## src/rtl/flash_ctrl_defs.svh

```systemverilog
`ifndef FLASH_CTRL_DEFS_SVH
`define FLASH_CTRL_DEFS_SVH

// ----------------------------------------------------------------
// Register offsets
// ----------------------------------------------------------------
`define FC_OFF_CTRL       2'h0
`define FC_OFF_PROT       2'h1
`define FC_OFF_STAT       2'h2

// ----------------------------------------------------------------
// Control register fields
// ----------------------------------------------------------------
`define FC_CTRL_PGM       0
`define FC_CTRL_ERASE     1
`define FC_CTRL_MASS      2
`define FC_CTRL_HV        3

// ----------------------------------------------------------------
// Status register fields
// ----------------------------------------------------------------
`define FC_STAT_BLOCKED   0
`define FC_STAT_STANDBY   1
`define FC_STAT_PROTRD    2
`define FC_STAT_HVON      3

// ----------------------------------------------------------------
// Flash map and protect encoding
// ----------------------------------------------------------------
`define FC_FLASH_LO       16'hc000
`define FC_PROT_ADDR      16'hff7e
`define FC_START_TOP      2'h3
`define FC_START_LOW      6'h00
`define FC_PAGE_MASK      16'hffc0
`define FC_ROW_MASK       16'hffe0
`define FC_PROT_OPEN      8'hff
`define FC_PROT_VEC       8'hfe
`define FC_ERASED         8'hff
`define FC_BYTE_ZERO      8'h00

`endif

```

## src/rtl/flash_ctrl_pkg.sv

```systemverilog
package flash_ctrl_pkg;

    // ----------------------------------------------------------------
    // Sequence states
    // ----------------------------------------------------------------
    typedef enum logic [2:0] {
        seq_idle,
        seq_selected,
        seq_prot_read,
        seq_latched,
        seq_hv
    } seq_e;

    // ----------------------------------------------------------------
    // CPU store into the flash address space
    // ----------------------------------------------------------------
    typedef struct packed {
        logic        wr;
        logic [15:0] addr;
        logic [7:0]  data;
    } flash_store_s;

    // ----------------------------------------------------------------
    // Controls towards the flash array
    // ----------------------------------------------------------------
    typedef struct packed {
        logic        program_select;
        logic        erase_select;
        logic        mass;
        logic        high_voltage_enable;
        logic        byte_wr;
        logic [15:0] addr;
        logic [7:0]  data;
    } array_ctl_s;

    // ----------------------------------------------------------------
    // Whole state of the controller
    // ----------------------------------------------------------------
    typedef struct packed {
        seq_e        seq;
        logic        blocked;
        logic        standby;
        logic [15:0] target;
        logic [7:0]  protect_start_bits;
        logic        tst_meta;
        logic        tst_sync;
        logic [7:0]  rdata;
        array_ctl_s  arr;
    } ctrl_state_s;

endpackage : flash_ctrl_pkg

```

## src/rtl/flash_program_protect_ctrl.sv

```systemverilog
// The placing of the registers and the address-and-strobe port were chosen for this implementation.
`include "flash_ctrl_defs.svh"

module flash_program_protect_ctrl #(
    parameter logic [7:0] PROTECT_INIT = `FC_PROT_OPEN
) (
    // Clock and reset
    input  wire logic                        core_clk,
    input  wire logic                        srst,
    // Register port
    input  wire logic [1:0]                  reg_addr,
    input  wire logic [7:0]                  reg_wdata,
    input  wire logic                        reg_wr,
    input  wire logic                        reg_rd,
    output logic      [7:0]                  reg_rdata,
    // CPU stores into flash space
    input  wire flash_ctrl_pkg::flash_store_s flash_store,
    // Low-power entry pulses from the core
    input  wire logic                        wait_entry,
    input  wire logic                        stop_entry,
    // Test high-voltage detector on the interrupt pin
    input  wire logic                        test_high_voltage,
    // Array side
    output flash_ctrl_pkg::array_ctl_s       array_ctl,
    output logic      [7:0]                  protect_start_byte,
    output logic                             flash_standby
);

    // ----------------------------------------------------------------
    // Decode helpers
    // ----------------------------------------------------------------
    // start address forming
    function automatic logic [15:0] prot_start(input logic [7:0] bits);
        prot_start = {`FC_START_TOP, bits, `FC_START_LOW};
    endfunction : prot_start

    function automatic logic addr_locked(input logic [15:0] addr,
                                         input logic [7:0]  bits,
                                         input logic        bypass);
        logic open_all;
        logic byte_lock;
        open_all  = (bits == `FC_PROT_OPEN);
        byte_lock = (bits != `FC_PROT_OPEN) && (bits != `FC_PROT_VEC);
        if (bypass) begin
            addr_locked = 1'b0;
        end else if (open_all) begin
            addr_locked = 1'b0;
        end else if (byte_lock && addr == `FC_PROT_ADDR) begin
            addr_locked = 1'b1;
        end else begin
            // ff40 and ff80 fall out here
            addr_locked = (addr >= prot_start(bits));
        end
    endfunction : addr_locked

    // ----------------------------------------------------------------
    // State
    // ----------------------------------------------------------------
    flash_ctrl_pkg::ctrl_state_s st_reg;
    flash_ctrl_pkg::ctrl_state_s st_next;

    logic bypass;
    logic ctrl_wr;
    logic prot_rd;
    logic busy;
    logic want_pgm;
    logic want_erase;
    logic want_hv;
    logic mass_lock;

    assign bypass   = st_reg.tst_sync;
    assign ctrl_wr  = reg_wr && reg_addr == `FC_OFF_CTRL;
    assign prot_rd  = reg_rd && reg_addr == `FC_OFF_PROT;
    assign busy     = st_reg.arr.program_select || st_reg.arr.erase_select
                      || st_reg.arr.high_voltage_enable;
    assign want_pgm   = reg_wdata[`FC_CTRL_PGM];
    assign want_erase = reg_wdata[`FC_CTRL_ERASE];
    assign want_hv    = reg_wdata[`FC_CTRL_HV];
    assign mass_lock  = !bypass && st_reg.protect_start_bits != `FC_PROT_OPEN;

    always_comb begin
        st_next = st_reg;
        st_next.arr.byte_wr = 1'b0;
        st_next.rdata = `FC_BYTE_ZERO;

        // Pin crosses two flops before use
        st_next.tst_meta = test_high_voltage;
        st_next.tst_sync = st_reg.tst_meta;

        // ------------------------------------------------------------
        // Control register writes
        // ------------------------------------------------------------
        if (ctrl_wr) begin
            st_next.standby = 1'b0;
            if (!(want_pgm && want_erase)) begin
                st_next.arr.program_select = want_pgm && !st_reg.arr.erase_select;
                st_next.arr.erase_select   = want_erase && !st_reg.arr.program_select;
            end
            st_next.arr.mass = reg_wdata[`FC_CTRL_MASS];
            if (!want_hv) begin
                st_next.arr.high_voltage_enable = 1'b0;
            end else if (!st_reg.arr.high_voltage_enable
                         && st_reg.seq == flash_ctrl_pkg::seq_latched
                         && (st_reg.arr.program_select || st_reg.arr.erase_select)
                         && !st_reg.blocked) begin
                st_next.arr.high_voltage_enable = 1'b1;
                st_next.seq = flash_ctrl_pkg::seq_hv;
                if (st_reg.arr.erase_select
                    && (st_reg.arr.mass
                        || (st_reg.target & `FC_PAGE_MASK)
                           == (`FC_PROT_ADDR & `FC_PAGE_MASK))) begin
                    st_next.protect_start_bits = `FC_ERASED;
                end
            end
            // Sequence restarts on a fresh select
            if (st_reg.seq != flash_ctrl_pkg::seq_hv
                && st_next.seq != flash_ctrl_pkg::seq_hv) begin
                if (st_next.arr.program_select || st_next.arr.erase_select) begin
                    if (st_reg.seq == flash_ctrl_pkg::seq_idle) begin
                        st_next.seq = flash_ctrl_pkg::seq_selected;
                    end
                end else begin
                    st_next.seq = flash_ctrl_pkg::seq_idle;
                end
            end else if (!st_next.arr.high_voltage_enable) begin
                st_next.seq = flash_ctrl_pkg::seq_idle;
            end
        end

        // ------------------------------------------------------------
        // Protect byte read step
        // ------------------------------------------------------------
        // read step recorded
        if (prot_rd && st_reg.seq == flash_ctrl_pkg::seq_selected) begin
            st_next.seq = flash_ctrl_pkg::seq_prot_read;
        end

        // ------------------------------------------------------------
        // Stores into flash space
        // ------------------------------------------------------------
        if (flash_store.wr && flash_store.addr >= `FC_FLASH_LO && !ctrl_wr) begin
            if (st_reg.seq == flash_ctrl_pkg::seq_prot_read
                || st_reg.seq == flash_ctrl_pkg::seq_latched) begin
                st_next.target = flash_store.addr;
                st_next.seq    = flash_ctrl_pkg::seq_latched;
                if (st_reg.arr.erase_select && st_reg.arr.mass) begin
                    st_next.blocked = mass_lock;
                end else begin
                    st_next.blocked = addr_locked(flash_store.addr,
                                                  st_reg.protect_start_bits, bypass);
                end
            end else if (st_reg.seq == flash_ctrl_pkg::seq_hv
                         && st_reg.arr.program_select
                         && (flash_store.addr & `FC_ROW_MASK)
                            == (st_reg.target & `FC_ROW_MASK)
                         && !addr_locked(flash_store.addr,
                                         st_reg.protect_start_bits, bypass)) begin
                st_next.arr.byte_wr = 1'b1;
                st_next.arr.addr    = flash_store.addr;
                st_next.arr.data    = flash_store.data;
                // Programming only clears bits
                if (flash_store.addr == `FC_PROT_ADDR) begin
                    st_next.protect_start_bits = st_reg.protect_start_bits
                                                 & flash_store.data;
                end
            end
        end

        // ------------------------------------------------------------
        // Low-power entry abort
        // ------------------------------------------------------------
        // wait or stop entry aborts
        if ((wait_entry || stop_entry) && busy) begin
            st_next.arr     = '0;
            st_next.standby = 1'b1;
            st_next.seq     = flash_ctrl_pkg::seq_idle;
            st_next.blocked = 1'b0;
        end

        // ------------------------------------------------------------
        // Register reads, data in the following cycle
        // ------------------------------------------------------------
        if (reg_rd) begin
            unique case (reg_addr)
                `FC_OFF_CTRL: begin
                    st_next.rdata[`FC_CTRL_PGM]   = st_reg.arr.program_select;
                    st_next.rdata[`FC_CTRL_ERASE] = st_reg.arr.erase_select;
                    st_next.rdata[`FC_CTRL_MASS]  = st_reg.arr.mass;
                    st_next.rdata[`FC_CTRL_HV]    = st_reg.arr.high_voltage_enable;
                end
                `FC_OFF_PROT: begin
                    st_next.rdata = st_reg.protect_start_bits;
                end
                `FC_OFF_STAT: begin
                    st_next.rdata[`FC_STAT_BLOCKED] = st_reg.blocked;
                    st_next.rdata[`FC_STAT_STANDBY] = st_reg.standby;
                    st_next.rdata[`FC_STAT_PROTRD]  =
                        st_reg.seq == flash_ctrl_pkg::seq_prot_read
                        || st_reg.seq == flash_ctrl_pkg::seq_latched
                        || st_reg.seq == flash_ctrl_pkg::seq_hv;
                    st_next.rdata[`FC_STAT_HVON]    = st_reg.seq == flash_ctrl_pkg::seq_hv;
                end
                default: begin
                    st_next.rdata = `FC_BYTE_ZERO;
                end
            endcase
        end
    end

    // ----------------------------------------------------------------
    // Registers
    // ----------------------------------------------------------------
    always_ff @(posedge core_clk) begin
        if (srst) begin
            st_reg                    <= '0;
            st_reg.seq                <= flash_ctrl_pkg::seq_idle;
            // Nonvolatile byte: reset loads PROTECT_INIT, not the value last programmed
            st_reg.protect_start_bits <= PROTECT_INIT;
        end else begin
            st_reg <= st_next;
        end
    end

    // ----------------------------------------------------------------
    // Outputs
    // ----------------------------------------------------------------
    assign reg_rdata          = st_reg.rdata;
    assign array_ctl          = st_reg.arr;
    assign protect_start_byte = st_reg.protect_start_bits;
    assign flash_standby      = st_reg.standby;

endmodule : flash_program_protect_ctrl

```

## config.mk

```make
export PLATFORM = sky130hd
export DESIGN_NAME = flash_program_protect_ctrl
export DESIGN_NICKNAME = d
export VERILOG_FILES = /design/src/rtl/flash_ctrl_pkg.sv /design/src/rtl/flash_program_protect_ctrl.sv
export VERILOG_INCLUDE_DIRS = /design/src /design/src/rtl
export SDC_FILE = /design/constraint.sdc
export NUM_CORES = 1
export LEC_CHECK = 0
export ABC_AREA = 0
export BUFFER_PORTS_ARGS = -buffer_cell sky130_fd_sc_hd__buf_2
export CAP_MARGIN = 25
export CORE_MARGIN = 8
export CORE_UTILIZATION = 38
export DETAILED_ROUTE_END_ITERATION = 8
export GPL_ROUTABILITY_DRIVEN = 0
export PLACE_DENSITY = 0.59
export SLEW_MARGIN = 25
export SYNTH_ARGS = -nofsm -noshare
export SYNTH_HDL_FRONTEND = slang
export SYNTH_SLANG_ARGS = --single-unit
```

## constraint.sdc

```tcl
create_clock -name core_clk -period 1.98 [get_ports core_clk]
set_input_delay 0.198 -clock core_clk [delete_from_list [all_inputs] [get_ports core_clk]]
set_output_delay 0.198 -clock core_clk [all_outputs]
set_load 0.005 [all_outputs]
```

==> results.py <==
metrics = {
    "status": {
        "outcome": "complete, but fails checks",
        "failed_checks": "negative setup slack",
    },
    "clock_network": {
        "clk_root_buffer_cell": "clkbuf_8",
        "tritoncts": "yes",
        "cts_made_buffers": 9,
        "ctsLongestPathBuffers": 2,
        "clk_pin_slew_worst_paths_ns": 0.07,
        "clkLatencyLatePin_ns": 0.35,
        "h-tree-depth": 3,
        "numClockSinks": 63,
    },
    "global_route": {
        "maximum_number_of_pins_on_one_net_before_global_route_repair": 31,
        "antenna_found_initial": 0,
        "number_of_global_route_vias_before_repair": 3016,
        "groute.usage.overall_pct": 16.3,
        "gr-total-overflow": 0,
        "grt_first_pass_wirelength_mm": 15.0,
    },
    "synth": {
        "yosys.area_share.adder_pct": 3.13,
        "syn-cell-area_sq_um": 3200,
        "yosys_warnings": 0,
        "synth.most_common_cell": "dfxtp_1",
        "async_reset_ff_share_pct": 0,
        "synth_area_leaders": "dfxtp_1, buf_4, a21oi_1, mux2i_1, nand3_1",
        "synth.area.mux_share_pct": 4.69,
        "synth_enable_flop_cells": 0,
        "dominantRegCellSynth": "dfxtp_1",
        "synthSimpleGateAreaFrac_pct": 19.2,
        "avgSynthCellArea_sq_um": 8.68,
        "syn-instance-count": 369,
        "yosys.area.top_type_share_pct": 39.4,
        "synth_fp_nets": 419,
        "synth_seq_cells": 63,
        "synth_commonest_cells": "dfxtp_1, buf_4, a21oi_1",
        "synth-seq-area-share_pct": 39.4,
        "synth-xor-area-share_pct": 2.73,
        "synth_cell_types": 48,
        "dominant_combinational_cell_family_by_area_after_synthesis": "simple AND/OR/NAND/NOR gates",
        "synth_compound_area_share_pct": 15.6,
        "largest_area_contributor_in_the_netlist": "dfxtp_1",
    },
    "power_and_ir_drop": {
        "power_density_nw_per_um2": 662,
        "report.power.total_w": 0.00275,
        "p_leak_nw": 1.79,
        "irDropWorstVdd_mv": 0.282,
    },
    "detailed_routing": {
        "ant_nets": 0,
        "routed-via-count": 2917,
        "detail_route.first_pass.iterations": 4,
        "route.detailed.drc": 0,
        "totalWireLength_mm": 9.20,
        "detail_route.vias_per_cell": 5.14,
        "drt-initial-drc-count": 135,
        "wire_per_inst_um": 16.2,
    },
    "floorplan": {
        "core-area_sq_um": 8180,
        "floorplan.initialDensity_pct": 39.2,
        "num_rows": 33,
        "dieArea_sq_um": 11600,
        "die-height_um": 108,
        "io_pins": 88,
        "chipWidth_um": 108,
    },
    "setup_path": {
        "start_kind": "register",
        "timing.critical_path.required_ns": 2.26,
        "endpoint_kind": "register",
        "critPathArrivalTime_ns": 2.29,
        "crit_fanout": 16,
        "worstSetupPathType": "reg -> reg",
    },
    "layout": {
        "largest_register_ff_count": 29,
        "fin_area_sq_um": 4150,
        "post-route-util_pct": 50.7,
        "drive_above_1_share_pct": 39.3,
        "filler_cell_count": 831,
        "number_of_nets_in_the_final_layout": 508,
        "layout-area-overhead-vs-synth_pct": 29.5,
        "antenna-diode-count": 0,
    },
    "timing": {
        "worst_slew_pin_slew_ns": 0.480,
        "fmax_mhz": 497,
        "rsz0062_at_grt": "yes",
        "worst_slack_ns": -0.0320,
        "finalMaxSlewViolations": 0,
        "report.final.setup_viol": 28,
        "finalHoldViolCount": 0,
        "max_slew_margin_pct": 68.0,
        "post-route-period-util_pct": 102,
        "post-route-min-period_ns": 2.01,
        "final.setup_skew_ns": 0.00938,
        "tns_ns": -0.514,
    },
    "hold_path": {
        "hold_class": "in -> reg",
    },
    "flow_run": {
        "max_cap_viol_count": 0,
    },
    "placement": {
        "placement.io_buffers": 83,
        "place_ws_ns": -0.181,
        "post_place_instance_area_sq_um": 3720,
        "hpwlAfterDp_mm": 6.84,
    },
}
what timing repair did:
item	4_1_cts	5_1_grt
gates cloned	2	0
hold buffers	0	0
endpoints found under the hold margin	0	0
gates resized for setup	20	8
setup endpoints to repair	32	34
buffers inserted	1	3
pin swaps	21	2
cell usage in the layout (no fill, tap or decap), types with 6 or more instances in the layout:
master and instances:
ha_1 6, a21oi_1 33, inv_1 14, clkbuf_8 9, and2_1 6, o21ai_0 6, dfxtp_1 60, nor2_1 30
buf_4 52, nand2_1 7, xor2_1 8, mux2i_1 15, buf_2 83, o21ai_1 20, nand4_1 9, nand3_1 22
o22a_1 8
through the flow:
stage / instances / hold WS, ns
after floorplan: 369 / 0.317
after global placement: 546 / 0.420
final: 568 / 0.0698
after detailed placement: 546 / 0.425
after CTS: 565 / 0.0566
after global routing: 568 / 0.0776
final cells by class:
| class | count | area (sq um) | area share, % |
|---|---|---|---|
| clock buffers | 9 | 124 | 2.99 |
| clock inverters | 7 | 97.6 | 2.35 |
| repair buffers | 138 | 857 | 20.7 |
| well taps | 105 | 131 | 3.17 |
| flip-flops and latches | 63 | 1260 | 30.5 |
| inverters | 15 | 56.3 | 1.36 |
| multi-input cells | 231 | 1620 | 39.0 |
power by group:
group	switching (W)	internal, W	total, W
Sequential	0.00000669	0.00128	0.00128
Clock	0.000534	0.000710	0.00124
Combinational	0.000118	0.000103	0.000221
Total	0.000659	0.00209	0.00275
path summary, 6_finish.rpt:
| path | startpoint | to | slack [ns] | cells after the start |
|---|---|---|---|---|
| max | protect_start_byte[1] | array_ctl[8] | -0.03 | 9 |
| min | test_high_voltage | st_next[37] | 0.07 | 2 |
| max reg2reg | protect_start_byte[1] | array_ctl[8] | -0.03 | 9 |
| min reg2reg | st_next[37] | bypass | 0.46 | 1 |
cells by family after synthesis:
kind of cell               Yosys count
adders and majority gates            8
AOI/OAI and AO/OA                   85
buffers and inverters               77
muxes                               15
xor gates and xnor gates            10
DFF                                 63
and+or+nand+nor                    111
metal layers:
metal	wire (um)	up-vias	GRT usage (%)
met5	0	-	0
met4	177	0	8.03
met3	544	15	3.83
met2	4490	76	27.0
met1	3980	1386	19.3
li1	-	1440	-
critical path, cell delays in order, from the launching register on:
cell and delay (ns):
dfxtp_2 0.35, inv_2 0.05, ha_4 0.21, nor4bb_1 0.13, a221oi_2 0.32, o221ai_4 0.20, o21ai_4 0.28, buf_12 0.18
nand3_1 0.09, a21oi_1 0.13
No activity file was read; power rests on OpenSTA's default activity.
